## config.mk

```make
export PLATFORM = sky130hd
export DESIGN_NAME = mb_rw_engine
export DESIGN_NICKNAME = d
export VERILOG_FILES = /design/src/mb_rw_pkg.sv /design/src/holding_reg_bank.sv /design/src/mb_rw_engine.sv
export VERILOG_INCLUDE_DIRS = /design/src /design/src/src
export SDC_FILE = /design/constraint.sdc
export NUM_CORES = 2
export LEC_CHECK = 0
export BUFFER_PORTS_ARGS = -buffer_cell sky130_fd_sc_hd__buf_2
export CAP_MARGIN = 5
export CORE_ASPECT_RATIO = 0.9
export CORE_MARGIN = 4
export CORE_UTILIZATION = 53
export CTS_CLUSTER_DIAMETER = 80
export DETAILED_ROUTE_END_ITERATION = 12
export PLACE_DENSITY_LB_ADDON = 0.05
export SYNTH_ARGS = -nofsm -noshare
export SYNTH_HDL_FRONTEND = slang
export SYNTH_SLANG_ARGS = --single-unit
```

## constraint.sdc

```tcl
create_clock -name core_clk_i -period 6.2 [get_ports core_clk_i]
set_input_delay 0.62 -clock core_clk_i [delete_from_list [all_inputs] [get_ports core_clk_i]]
set_output_delay 0.62 -clock core_clk_i [all_outputs]
set_load 0.02 [all_outputs]
```

## src/mb_rw_params.svh

```systemverilog
// Purpose: constants for the multi-register write and read/write request handler
// Assumes: one clock, synchronous active-high reset
// Notes:   offsets, codes and counts only; types live in mb_rw_pkg
//
// Functional notes
// RULE_01: function 0x10 stores values into consecutive holding registers from start address.
// RULE_02: client sends function, start, count, byte count, then two bytes per register.
// RULE_03: register count is at least one; the maximum is a parameter.
// RULE_04: successful 0x10 reply is function, start address and count written.
// RULE_05: function 0x17 does one block write and one block read per transaction.
// RULE_06: every 0x17 write completes before any register is read back.
// RULE_07: register addresses are zero based; register n travels as n-1.
// RULE_08: 0x17 request carries read start and read count first.
// RULE_09: then write start, write count, byte count and the write data.
// RULE_10: 0x17 reply is function, byte count twice read count, then read data.
// RULE_11: failure reply is 0x90 or 0x97 followed by one exception code. Any other function code is answered as that code with 0x80 set, then code 01.
// RULE_12: each 16-bit value travels high byte first, low byte second.
// RULE_13: frames ride as TCP application data units on port 502.
// RULE_14: bad count or byte count gives exception 03 and writes nothing.
`ifndef MB_RW_PARAMS_SVH
`define MB_RW_PARAMS_SVH

`define FC_WR_MULTI    8'h10
`define FC_RW_MULTI    8'h17
`define FC_ERR_FLAG    8'h80
`define EXC_NONE       8'h00
`define EXC_BAD_FUNC   8'h01
`define EXC_BAD_ADDR   8'h02
`define EXC_BAD_VALUE  8'h03
`define HDR_LAST_WR    4'h4
`define HDR_LAST_RW    4'h8
`define MAX_WR_REGS    16'h0078
`define MAX_RD_REGS    16'h0076
`define RESP_LEN_WR    8'h05
`define RESP_LEN_EXC   8'h02
`define RESP_DATA_OFS  8'h02
`define TCP_PORT       16'h01F6
`define RST_BYTE       8'h00

`endif

```

## src/mb_rw_pkg.sv

```systemverilog
// Purpose: shared types of the request handler
// Assumes: included alongside mb_rw_params.svh
// Notes:   byte streams carry data with an end-of-frame flag
package mb_rw_pkg;

  typedef struct packed {
    logic [7:0] data;
    logic       last;
  } pdu_beat_s;

  typedef logic [15:0] reg_word_t;

  typedef enum logic [2:0] {
    S_IDLE  = 3'b000,
    S_HDR   = 3'b001,
    S_DATA  = 3'b010,
    S_DRAIN = 3'b011,
    S_TX    = 3'b100
  } state_e;

endpackage

```

## src/holding_reg_bank.sv

```systemverilog
// Purpose: holding register array, one write port and one combinational read port
// Assumes: addresses already range-checked by the caller
// Notes:   contents are not reset, as a real register image would be loaded by software
`timescale 1ns/1ns
module holding_reg_bank #(
  parameter int DEPTH = 256,
  parameter int AW    = 8
) (
  input  wire logic                  core_clk_i,
  input  wire logic                  wr_en_i,
  input  wire logic [AW-1:0]         wr_addr_i,
  input  wire mb_rw_pkg::reg_word_t  wr_data_i,
  input  wire logic [AW-1:0]         rd_addr_i,
  output mb_rw_pkg::reg_word_t       rd_data_o
);
  import mb_rw_pkg::*;

  reg_word_t mem [DEPTH];

  // address n in the frame is array index n, no offset applied [RULE_07]
  always_ff @(posedge core_clk_i) begin
    if (wr_en_i) begin
      mem[wr_addr_i] <= wr_data_i;
    end
  end

  assign rd_data_o = mem[rd_addr_i];

endmodule

```

## src/mb_rw_engine.sv

```systemverilog
// Purpose: request handler for write-multiple (0x10) and read/write-multiple (0x17)
// Assumes: request PDU bytes arrive stripped of the TCP application header
// Notes:   response goes out as a PDU byte stream for the transport to wrap
`timescale 1ns/1ns
`include "mb_rw_params.svh"
module mb_rw_engine #(
  parameter int          DEPTH   = 256,
  parameter logic [15:0] MAX_WR  = `MAX_WR_REGS,
  parameter logic [15:0] MAX_RD  = `MAX_RD_REGS
) (
  input  wire logic                 core_clk_i,
  input  wire logic                 sys_rst_i,
  input  wire mb_rw_pkg::pdu_beat_s rx_beat_i,
  input  wire logic                 rx_valid_i,
  output logic                      rx_ready_o,
  output mb_rw_pkg::pdu_beat_s      tx_beat_o,
  output logic                      tx_valid_o,
  input  wire logic                 tx_ready_i
);
  import mb_rw_pkg::*;

  localparam int AW = (DEPTH > 1) ? $clog2(DEPTH) : 1;
  localparam logic [16:0] DEPTH17 = 17'(DEPTH);

  // ------------------------------------------------------------
  // state
  // ------------------------------------------------------------
  state_e      state_q;
  state_e      state_d;
  logic [7:0]  func_q;
  logic [63:0] hdr_q;
  logic [3:0]  hdr_cnt_q;
  logic [7:0]  bc_q;
  logic [7:0]  data_cnt_q;
  logic [7:0]  hi_q;
  logic [7:0]  exc_q;
  logic [7:0]  tx_idx_q;
  pdu_beat_s   tx_q;
  logic        tx_valid_q;
  logic        rx_ready_q;

  // ------------------------------------------------------------
  // request decode
  // ------------------------------------------------------------
  // bytes are the PDU of a TCP application unit on port 502, unwrapped outside [RULE_13]
  wire        rx_take   = rx_valid_i && rx_ready_q;
  wire        is_rw     = (func_q == `FC_RW_MULTI);
  // read part sits ahead of write part in the 0x17 header [RULE_08] [RULE_09]
  wire [15:0] rd_start  = hdr_q[63:48];
  wire [15:0] rd_cnt    = hdr_q[47:32];
  wire [15:0] wr_start  = hdr_q[31:16];
  wire [15:0] wr_cnt    = hdr_q[15:0];
  wire [3:0]  hdr_last  = is_rw ? `HDR_LAST_RW : `HDR_LAST_WR;
  wire        hdr_done  = (state_q == S_HDR) && rx_take && (hdr_cnt_q == hdr_last);
  wire        func_ok   = (rx_beat_i.data == `FC_WR_MULTI) || (rx_beat_i.data == `FC_RW_MULTI);

  // count limits and byte-count consistency [RULE_03] [RULE_02]
  wire        w_qty_ok  = (wr_cnt != 16'h0000) && (wr_cnt <= MAX_WR)
                          && ({8'h00, rx_beat_i.data} == {wr_cnt[14:0], 1'b0});
  wire        r_qty_ok  = !is_rw || ((rd_cnt != 16'h0000) && (rd_cnt <= MAX_RD));
  wire [16:0] w_end     = {1'b0, wr_start} + {1'b0, wr_cnt};
  wire [16:0] r_end     = {1'b0, rd_start} + {1'b0, rd_cnt};
  wire        addr_ok   = (w_end <= DEPTH17) && (!is_rw || (r_end <= DEPTH17));
  // quantity errors take priority over address errors [RULE_14]
  wire [7:0]  hdr_exc   = !(w_qty_ok && r_qty_ok) ? `EXC_BAD_VALUE :
                          !addr_ok ? `EXC_BAD_ADDR : `EXC_NONE;

  // ------------------------------------------------------------
  // register write path
  // ------------------------------------------------------------
  wire        data_take = (state_q == S_DATA) && rx_take;
  // second byte of each pair completes a word, high byte came first [RULE_12]
  wire        wr_en     = data_take && data_cnt_q[0];
  wire [15:0] wr_addr   = wr_start + {9'h000, data_cnt_q[7:1]};
  wire [15:0] wr_data   = {hi_q, rx_beat_i.data};
  wire        data_end  = data_take && (data_cnt_q == bc_q - 8'h01);

  // ------------------------------------------------------------
  // response path
  // ------------------------------------------------------------
  wire        has_exc   = (exc_q != `EXC_NONE);
  wire [7:0]  rd_bytes  = {rd_cnt[6:0], 1'b0};
  wire [7:0]  resp_len  = has_exc ? `RESP_LEN_EXC :
                          is_rw ? (`RESP_DATA_OFS + rd_bytes) : `RESP_LEN_WR;
  wire        tx_slot   = (state_q == S_TX) && (!tx_valid_q || tx_ready_i);
  wire        tx_load   = tx_slot && (tx_idx_q < resp_len);
  wire        tx_end    = tx_slot && (tx_idx_q == resp_len);
  wire [7:0]  rd_ofs    = tx_idx_q - `RESP_DATA_OFS;
  // reading only happens in S_TX, after every write of the frame [RULE_06]
  wire [15:0] rd_addr   = rd_start + {9'h000, rd_ofs[7:1]};
  reg_word_t  rd_data;
  wire [7:0]  wr_byte   = (tx_idx_q == 8'h01) ? wr_start[15:8] :
                          (tx_idx_q == 8'h02) ? wr_start[7:0] :
                          (tx_idx_q == 8'h03) ? wr_cnt[15:8] : wr_cnt[7:0];
  // even data index is the high byte of a word [RULE_12]
  wire [7:0]  rw_byte   = (tx_idx_q == 8'h01) ? rd_bytes :
                          rd_ofs[0] ? rd_data[7:0] : rd_data[15:8];
  // exception answer: flagged function then one code [RULE_11]
  wire [7:0]  tx_byte   = (tx_idx_q == 8'h00) ? (has_exc ? (func_q | `FC_ERR_FLAG) : func_q) :
                          has_exc ? exc_q :
                          is_rw ? rw_byte : wr_byte;   // [RULE_04] [RULE_10]

  holding_reg_bank #(
    .DEPTH (DEPTH),
    .AW    (AW)
  ) u_bank (
    .core_clk_i (core_clk_i),
    .wr_en_i    (wr_en),
    .wr_addr_i  (wr_addr[AW-1:0]),   // [RULE_07] [RULE_01]
    .wr_data_i  (wr_data),
    .rd_addr_i  (rd_addr[AW-1:0]),
    .rd_data_o  (rd_data)
  );

  // ------------------------------------------------------------
  // sequencing
  // ------------------------------------------------------------
  always_comb begin
    state_d = state_q;
    case (state_q)
      S_IDLE: begin
        if (rx_take) begin
          if (rx_beat_i.last) begin
            state_d = S_TX;
          end else if (func_ok) begin
            state_d = S_HDR;
          end else begin
            state_d = S_DRAIN;
          end
        end
      end
      S_HDR: begin
        if (hdr_done && (hdr_exc == `EXC_NONE) && !rx_beat_i.last) begin
          state_d = S_DATA;
        end else if (hdr_done && !rx_beat_i.last) begin
          state_d = S_DRAIN;
        end else if (rx_take && rx_beat_i.last) begin
          state_d = S_TX;
        end
      end
      S_DATA: begin
        if (data_take && rx_beat_i.last) begin
          state_d = S_TX;
        end else if (data_end) begin
          state_d = S_DRAIN;
        end
      end
      S_DRAIN: begin
        if (rx_take && rx_beat_i.last) begin
          state_d = S_TX;
        end
      end
      S_TX: begin
        if (tx_end) begin
          state_d = S_IDLE;   // one answer per frame, then the next frame [RULE_05]
        end
      end
      default: state_d = S_IDLE;
    endcase
  end

  wire rx_ready_d = (state_d != S_TX);

  always_ff @(posedge core_clk_i) begin
    if (sys_rst_i) begin
      state_q    <= S_IDLE;
      rx_ready_q <= 1'b0;
    end else begin
      state_q    <= state_d;
      rx_ready_q <= rx_ready_d;
    end
  end

  // header capture; bad function answers exception 01
  always_ff @(posedge core_clk_i) begin
    if (sys_rst_i) begin
      func_q    <= `RST_BYTE;
      hdr_q     <= 64'h0000_0000_0000_0000;
      hdr_cnt_q <= 4'h0;
      bc_q      <= `RST_BYTE;
      exc_q     <= `EXC_NONE;
    end else if ((state_q == S_IDLE) && rx_take) begin
      func_q    <= rx_beat_i.data;
      hdr_q     <= 64'h0000_0000_0000_0000;
      hdr_cnt_q <= 4'h0;
      exc_q     <= !func_ok ? `EXC_BAD_FUNC :
                   rx_beat_i.last ? `EXC_BAD_VALUE : `EXC_NONE;   // [RULE_11]
    end else if (hdr_done) begin
      bc_q  <= rx_beat_i.data;
      exc_q <= rx_beat_i.last ? `EXC_BAD_VALUE : hdr_exc;       // [RULE_14]
    end else if ((state_q == S_HDR) && rx_take) begin
      hdr_q     <= {hdr_q[55:0], rx_beat_i.data};
      hdr_cnt_q <= hdr_cnt_q + 4'h1;
      exc_q     <= rx_beat_i.last ? `EXC_BAD_VALUE : `EXC_NONE;
    end else if (data_take && rx_beat_i.last && !data_end) begin
      // short frame: words already stored stay, the client is told 03
      exc_q <= `EXC_BAD_VALUE;
    end
  end

  always_ff @(posedge core_clk_i) begin
    if (sys_rst_i) begin
      data_cnt_q <= `RST_BYTE;
      hi_q       <= `RST_BYTE;
    end else if (hdr_done) begin
      data_cnt_q <= `RST_BYTE;
    end else if (data_take) begin
      data_cnt_q <= data_cnt_q + 8'h01;
      hi_q       <= rx_beat_i.data;
    end
  end

  always_ff @(posedge core_clk_i) begin
    if (sys_rst_i) begin
      tx_idx_q   <= `RST_BYTE;
      tx_q       <= '0;
      tx_valid_q <= 1'b0;
    end else if (tx_load) begin
      tx_idx_q   <= tx_idx_q + 8'h01;
      tx_q       <= '{data: tx_byte, last: (tx_idx_q == resp_len - 8'h01)};
      tx_valid_q <= 1'b1;
    end else if (tx_end) begin
      tx_idx_q   <= `RST_BYTE;
      tx_valid_q <= 1'b0;
    end
  end

  assign rx_ready_o = rx_ready_q;
  assign tx_beat_o  = tx_q;
  assign tx_valid_o = tx_valid_q;
endmodule

```

==> impl_metrics.tcl <==
set metrics [dict create \
    dieArea_sq_um 321900 \
    ys.flop_type "edfxtp_1" \
    hp-start "rx_beat_i[0]" \
    synth_top_area_frac 0.7418 \
    switching_share 0.1966 \
    worstSetupPathType "register to register" \
    startpoint "tx_idx_q[1]$_SDFFE_PP0P_" \
    rsz0062_at_grt "no" \
    finalCriticalPeriod_ps 5911 \
    arrival_ps 6740 \
    synth_area_leaders "edfxtp_1 74%, mux4_2 17%, dfxtp_1 1.5%" \
    outcome "finished with violations" \
    dpl.hpwl_microns 270300 \
    totalPowerFinal_uw 56940 \
    finalSetupViolCount 0 \
    syn_area_sq_um 165800 \
    grt_overflow_total 0 \
    grt_antenna_before_repair 30 \
    finalWirelength_microns 458000 \
    fin_worst_skew_ps 51.29 \
    fin_area_sq_um 188700 \
    placed_area_sq_um 175000 \
    fin_hold_ws_ps 78.22 \
    comb_power_share 0.013 \
    critPathMaxFanout 34 \
    clock_latency_ps 970 \
    core_area_sq_um 310900 \
    worstMarginPinSlew_ps 1639 \
    rows 194 \
    wl_per_cell_microns 35.86 \
    vias 83890 \
    syn_inst 7681 \
    stdcell_count 12770 \
    grt_pass1_wl_microns 644800 \
    post-place-cells 11990 \
    synth_area_per_cell_sq_um 21.59 \
    boundaryPins 24 \
    antenna_left 0 \
    path_clk_slew_ps 60 \
    drtIter0Drc 11820 \
    internal_power_uw 45740 \
    postSynthNetCount 7766 \
    syn2layout_area_growth_pct 13.79 \
    worstPathRequired_ps 7030 \
    async_flop_share 0 \
    cts_max_level 5 \
    clk_path_buf_depth 4 \
    worstReg2RegStart "tx_idx_q[1]$_SDFFE_PP0P_" \
    start_util 0.5332 \
    p_per_area_nw_per_um2 301.8 \
    period_share 0.9534 \
    hold_violations 0 \
    ir_drop_mv 0.3011 \
    synth_edf_count 4096 \
    maxCapViolations 0 \
    cts_made_buffers 415 \
    maxSlewHeadroom -0.09264 \
    switching_power_uw 11190 \
    worstSetupStartpointType "register" \
    cts.repair.resized 0 \
    cts_tree "built" \
    drcViolationCount 0 \
    drtPass1Iterations 6 \
    synth-seq-cells 4220 \
    gp_congestion 0.8777 \
    p_leak_uw 0.06437 \
    yosysWarnings 0 \
    grt_pass1_vias 82440 \
    hold_path.class "primary input to register" \
    clockRootBuffer "clkbuf_16" \
    clkPwrFrac 0.441 \
    tns_ps 0 \
    final_layout_size_suffix_gt1_frac 0.3133 \
    vias_per_cell 6.567 \
    grt_max_degree 205 \
    track_usage 0.2845 \
    die_w_microns 597.6 \
    yosysTopAreaCell "edfxtp_1" \
    failed_checks "slew limit" \
    postCtsSetupBuffers 0 \
    die_h_microns 538.6 \
    yosysSeqAreaShare 0.7568 \
    nNetsFinal 8377 \
    synth_cell_type_count 79 \
    cp-end-kind "register" \
    p_seq_frac 0.546 \
    slew_violations 104 \
    port-buffer-count 23 \
    cts.sink_count 4220 \
    fmax_mhz 169.2 \
]
## timing repair
| action | in CTS | in global routing |
|---|---|---|
| hold endpoints to repair | 21 | 0 |
| setup endpoints to repair | 0 | 0 |
| hold buffers | 4 | 0 |
## layer usage
layer | up-vias | share of wire | GRT usage
li1 | 33400 | - | -
met1 | 45450 | 0.41 | 0.4289
met2 | 4350 | 0.46 | 0.4258
met3 | 692 | 0.097 | 0.06033
met4 | 2 | 0.033 | 0.08341
met5 | - | 0.000028 | 0
## layout by cell type (no fill, tap or decap), types with 16 or more instances in the layout
master and n:
bufinv_16 43, edfxtp_1 4096, nor2_1 202, nand2_1 431, clkbuf_1 88, buf_4 518
and2_1 18, a31oi_1 26, nor2b_1 17, a211oi_1 31, mux2i_1 51, clkinv_2 84
nor3_1 31, a21oi_1 167, clkinv_1 95, xor2_1 33, clkbuf_16 429, buf_12 70
o21a_1 16, nand2_2 16, inv_1 32, ha_1 67, xnor2_1 36, o21ai_0 49
dfxtp_1 116, mux4_2 1263, nor2_2 186, nand3_1 100
## state kept, by name, indices dropped and copies added, names as in the netlist
signal,count
hi_q,8
hdr_q,64
hdr_cnt_q,4
u_bank.mem,4096
data_cnt_q,8
tx_idx_q,8
exc_q,2
state_q,3
tx_valid_o,1
tx_beat_o,9
rx_ready_o,1
bc_q,8
func_q,8
## cell usage after synthesis, types with 15 or more instances
library cell / instances
and3_1: 15
nand2_1: 447
buf_1: 26
nand3_1: 100
clkbuf_1: 185
and2_1: 18
a31oi_1: 26
a211oi_1: 31
xor2_1: 34
buf_4: 57
a21oi_1: 167
edfxtp_1: 4096
buf_2: 140
o21a_1: 16
nand4_1: 15
o21ai_0: 49
nor2b_1: 17
nor2_1: 389
ha_1: 68
a22oi_1: 15
mux4_2: 1263
nor3_1: 33
xnor2_1: 37
o21ai_1: 15
mux2i_1: 51
inv_1: 32
dfxtp_1: 124
## path summary, 6_finish.rpt
| kind | slack [ps] | end | depth (start not counted) |
|---|---|---|---|
| setup reg to reg | 290 | tx_beat_o[1]$_SDFFE_PP0P_ | 13 |
| hold / removal | 80 | exc_q[1]$_SDFFE_PP0P_ | 3 |
| setup / recovery | 290 | tx_beat_o[1]$_SDFFE_PP0P_ | 13 |
| hold reg to reg | 470 | hdr_q[57]$_SDFFE_PP0P_ | 2 |
## through the flow
stage / utilization / setup WS [ps]
2_1_floorplan: - / 1948
3_3_place_gp: 0.5629 / 362.3
3_5_place_dp: 0.5629 / 320.7
4_1_cts: 0.6066 / 276.2
5_1_grt: 0.6067 / 197.9
6_report: 0.6068 / 289.1
## power by group through the flow
stage,clock network [uW],registers (uW),logic (uW)
floorplan,0,31700,260
finish,25100,31100,717
global placement,0,31700,693
detailed placement,0,31700,715
global route,26800,31100,762
CTS,25500,31100,717
## area by class of cell
cell class	instances	area, sq um
Antenna cell	11	27.53
Timing Repair Buffer	616	5549
Multi-Input combinational cell	3006	38770
Clock buffer	523	11140
Tap cell	4116	5150
Sequential cell	4220	125500
Fill cell	21690	122300
Inverter	33	123.9
Clock inverter	249	2400
## critical path: stages (launching register included)
cell      delay, ps
dfxtp_1         530
inv_1           200
ha_1            370
fa_4           1190
buf_12          290
buf_12          270
buf_4           440
mux4_2          370
mux4_2          520
a211oi_1        670
nor3_1          330
nor3_1          320
buf_4           160
o21ai_1          60
## logic make-up (layout without fill, tap and decap cells)
logic type | after synthesis | after routing | share of synthesized area
adders and majority gates | 72 | 72 | 0.005614
DFF | 4220 | 4220 | 0.7568
other | 0 | 11 | 0
xor gates and xnor gates | 74 | 74 | 0.004045
muxes | 1318 | 1318 | 0.1750
and+or+nand+nor | 1102 | 1102 | 0.02824
buffers and inverters | 455 | 1421 | 0.01324
AOI/OAI and AO/OA | 440 | 440 | 0.01708
Power figures use the tool's default switching activity.
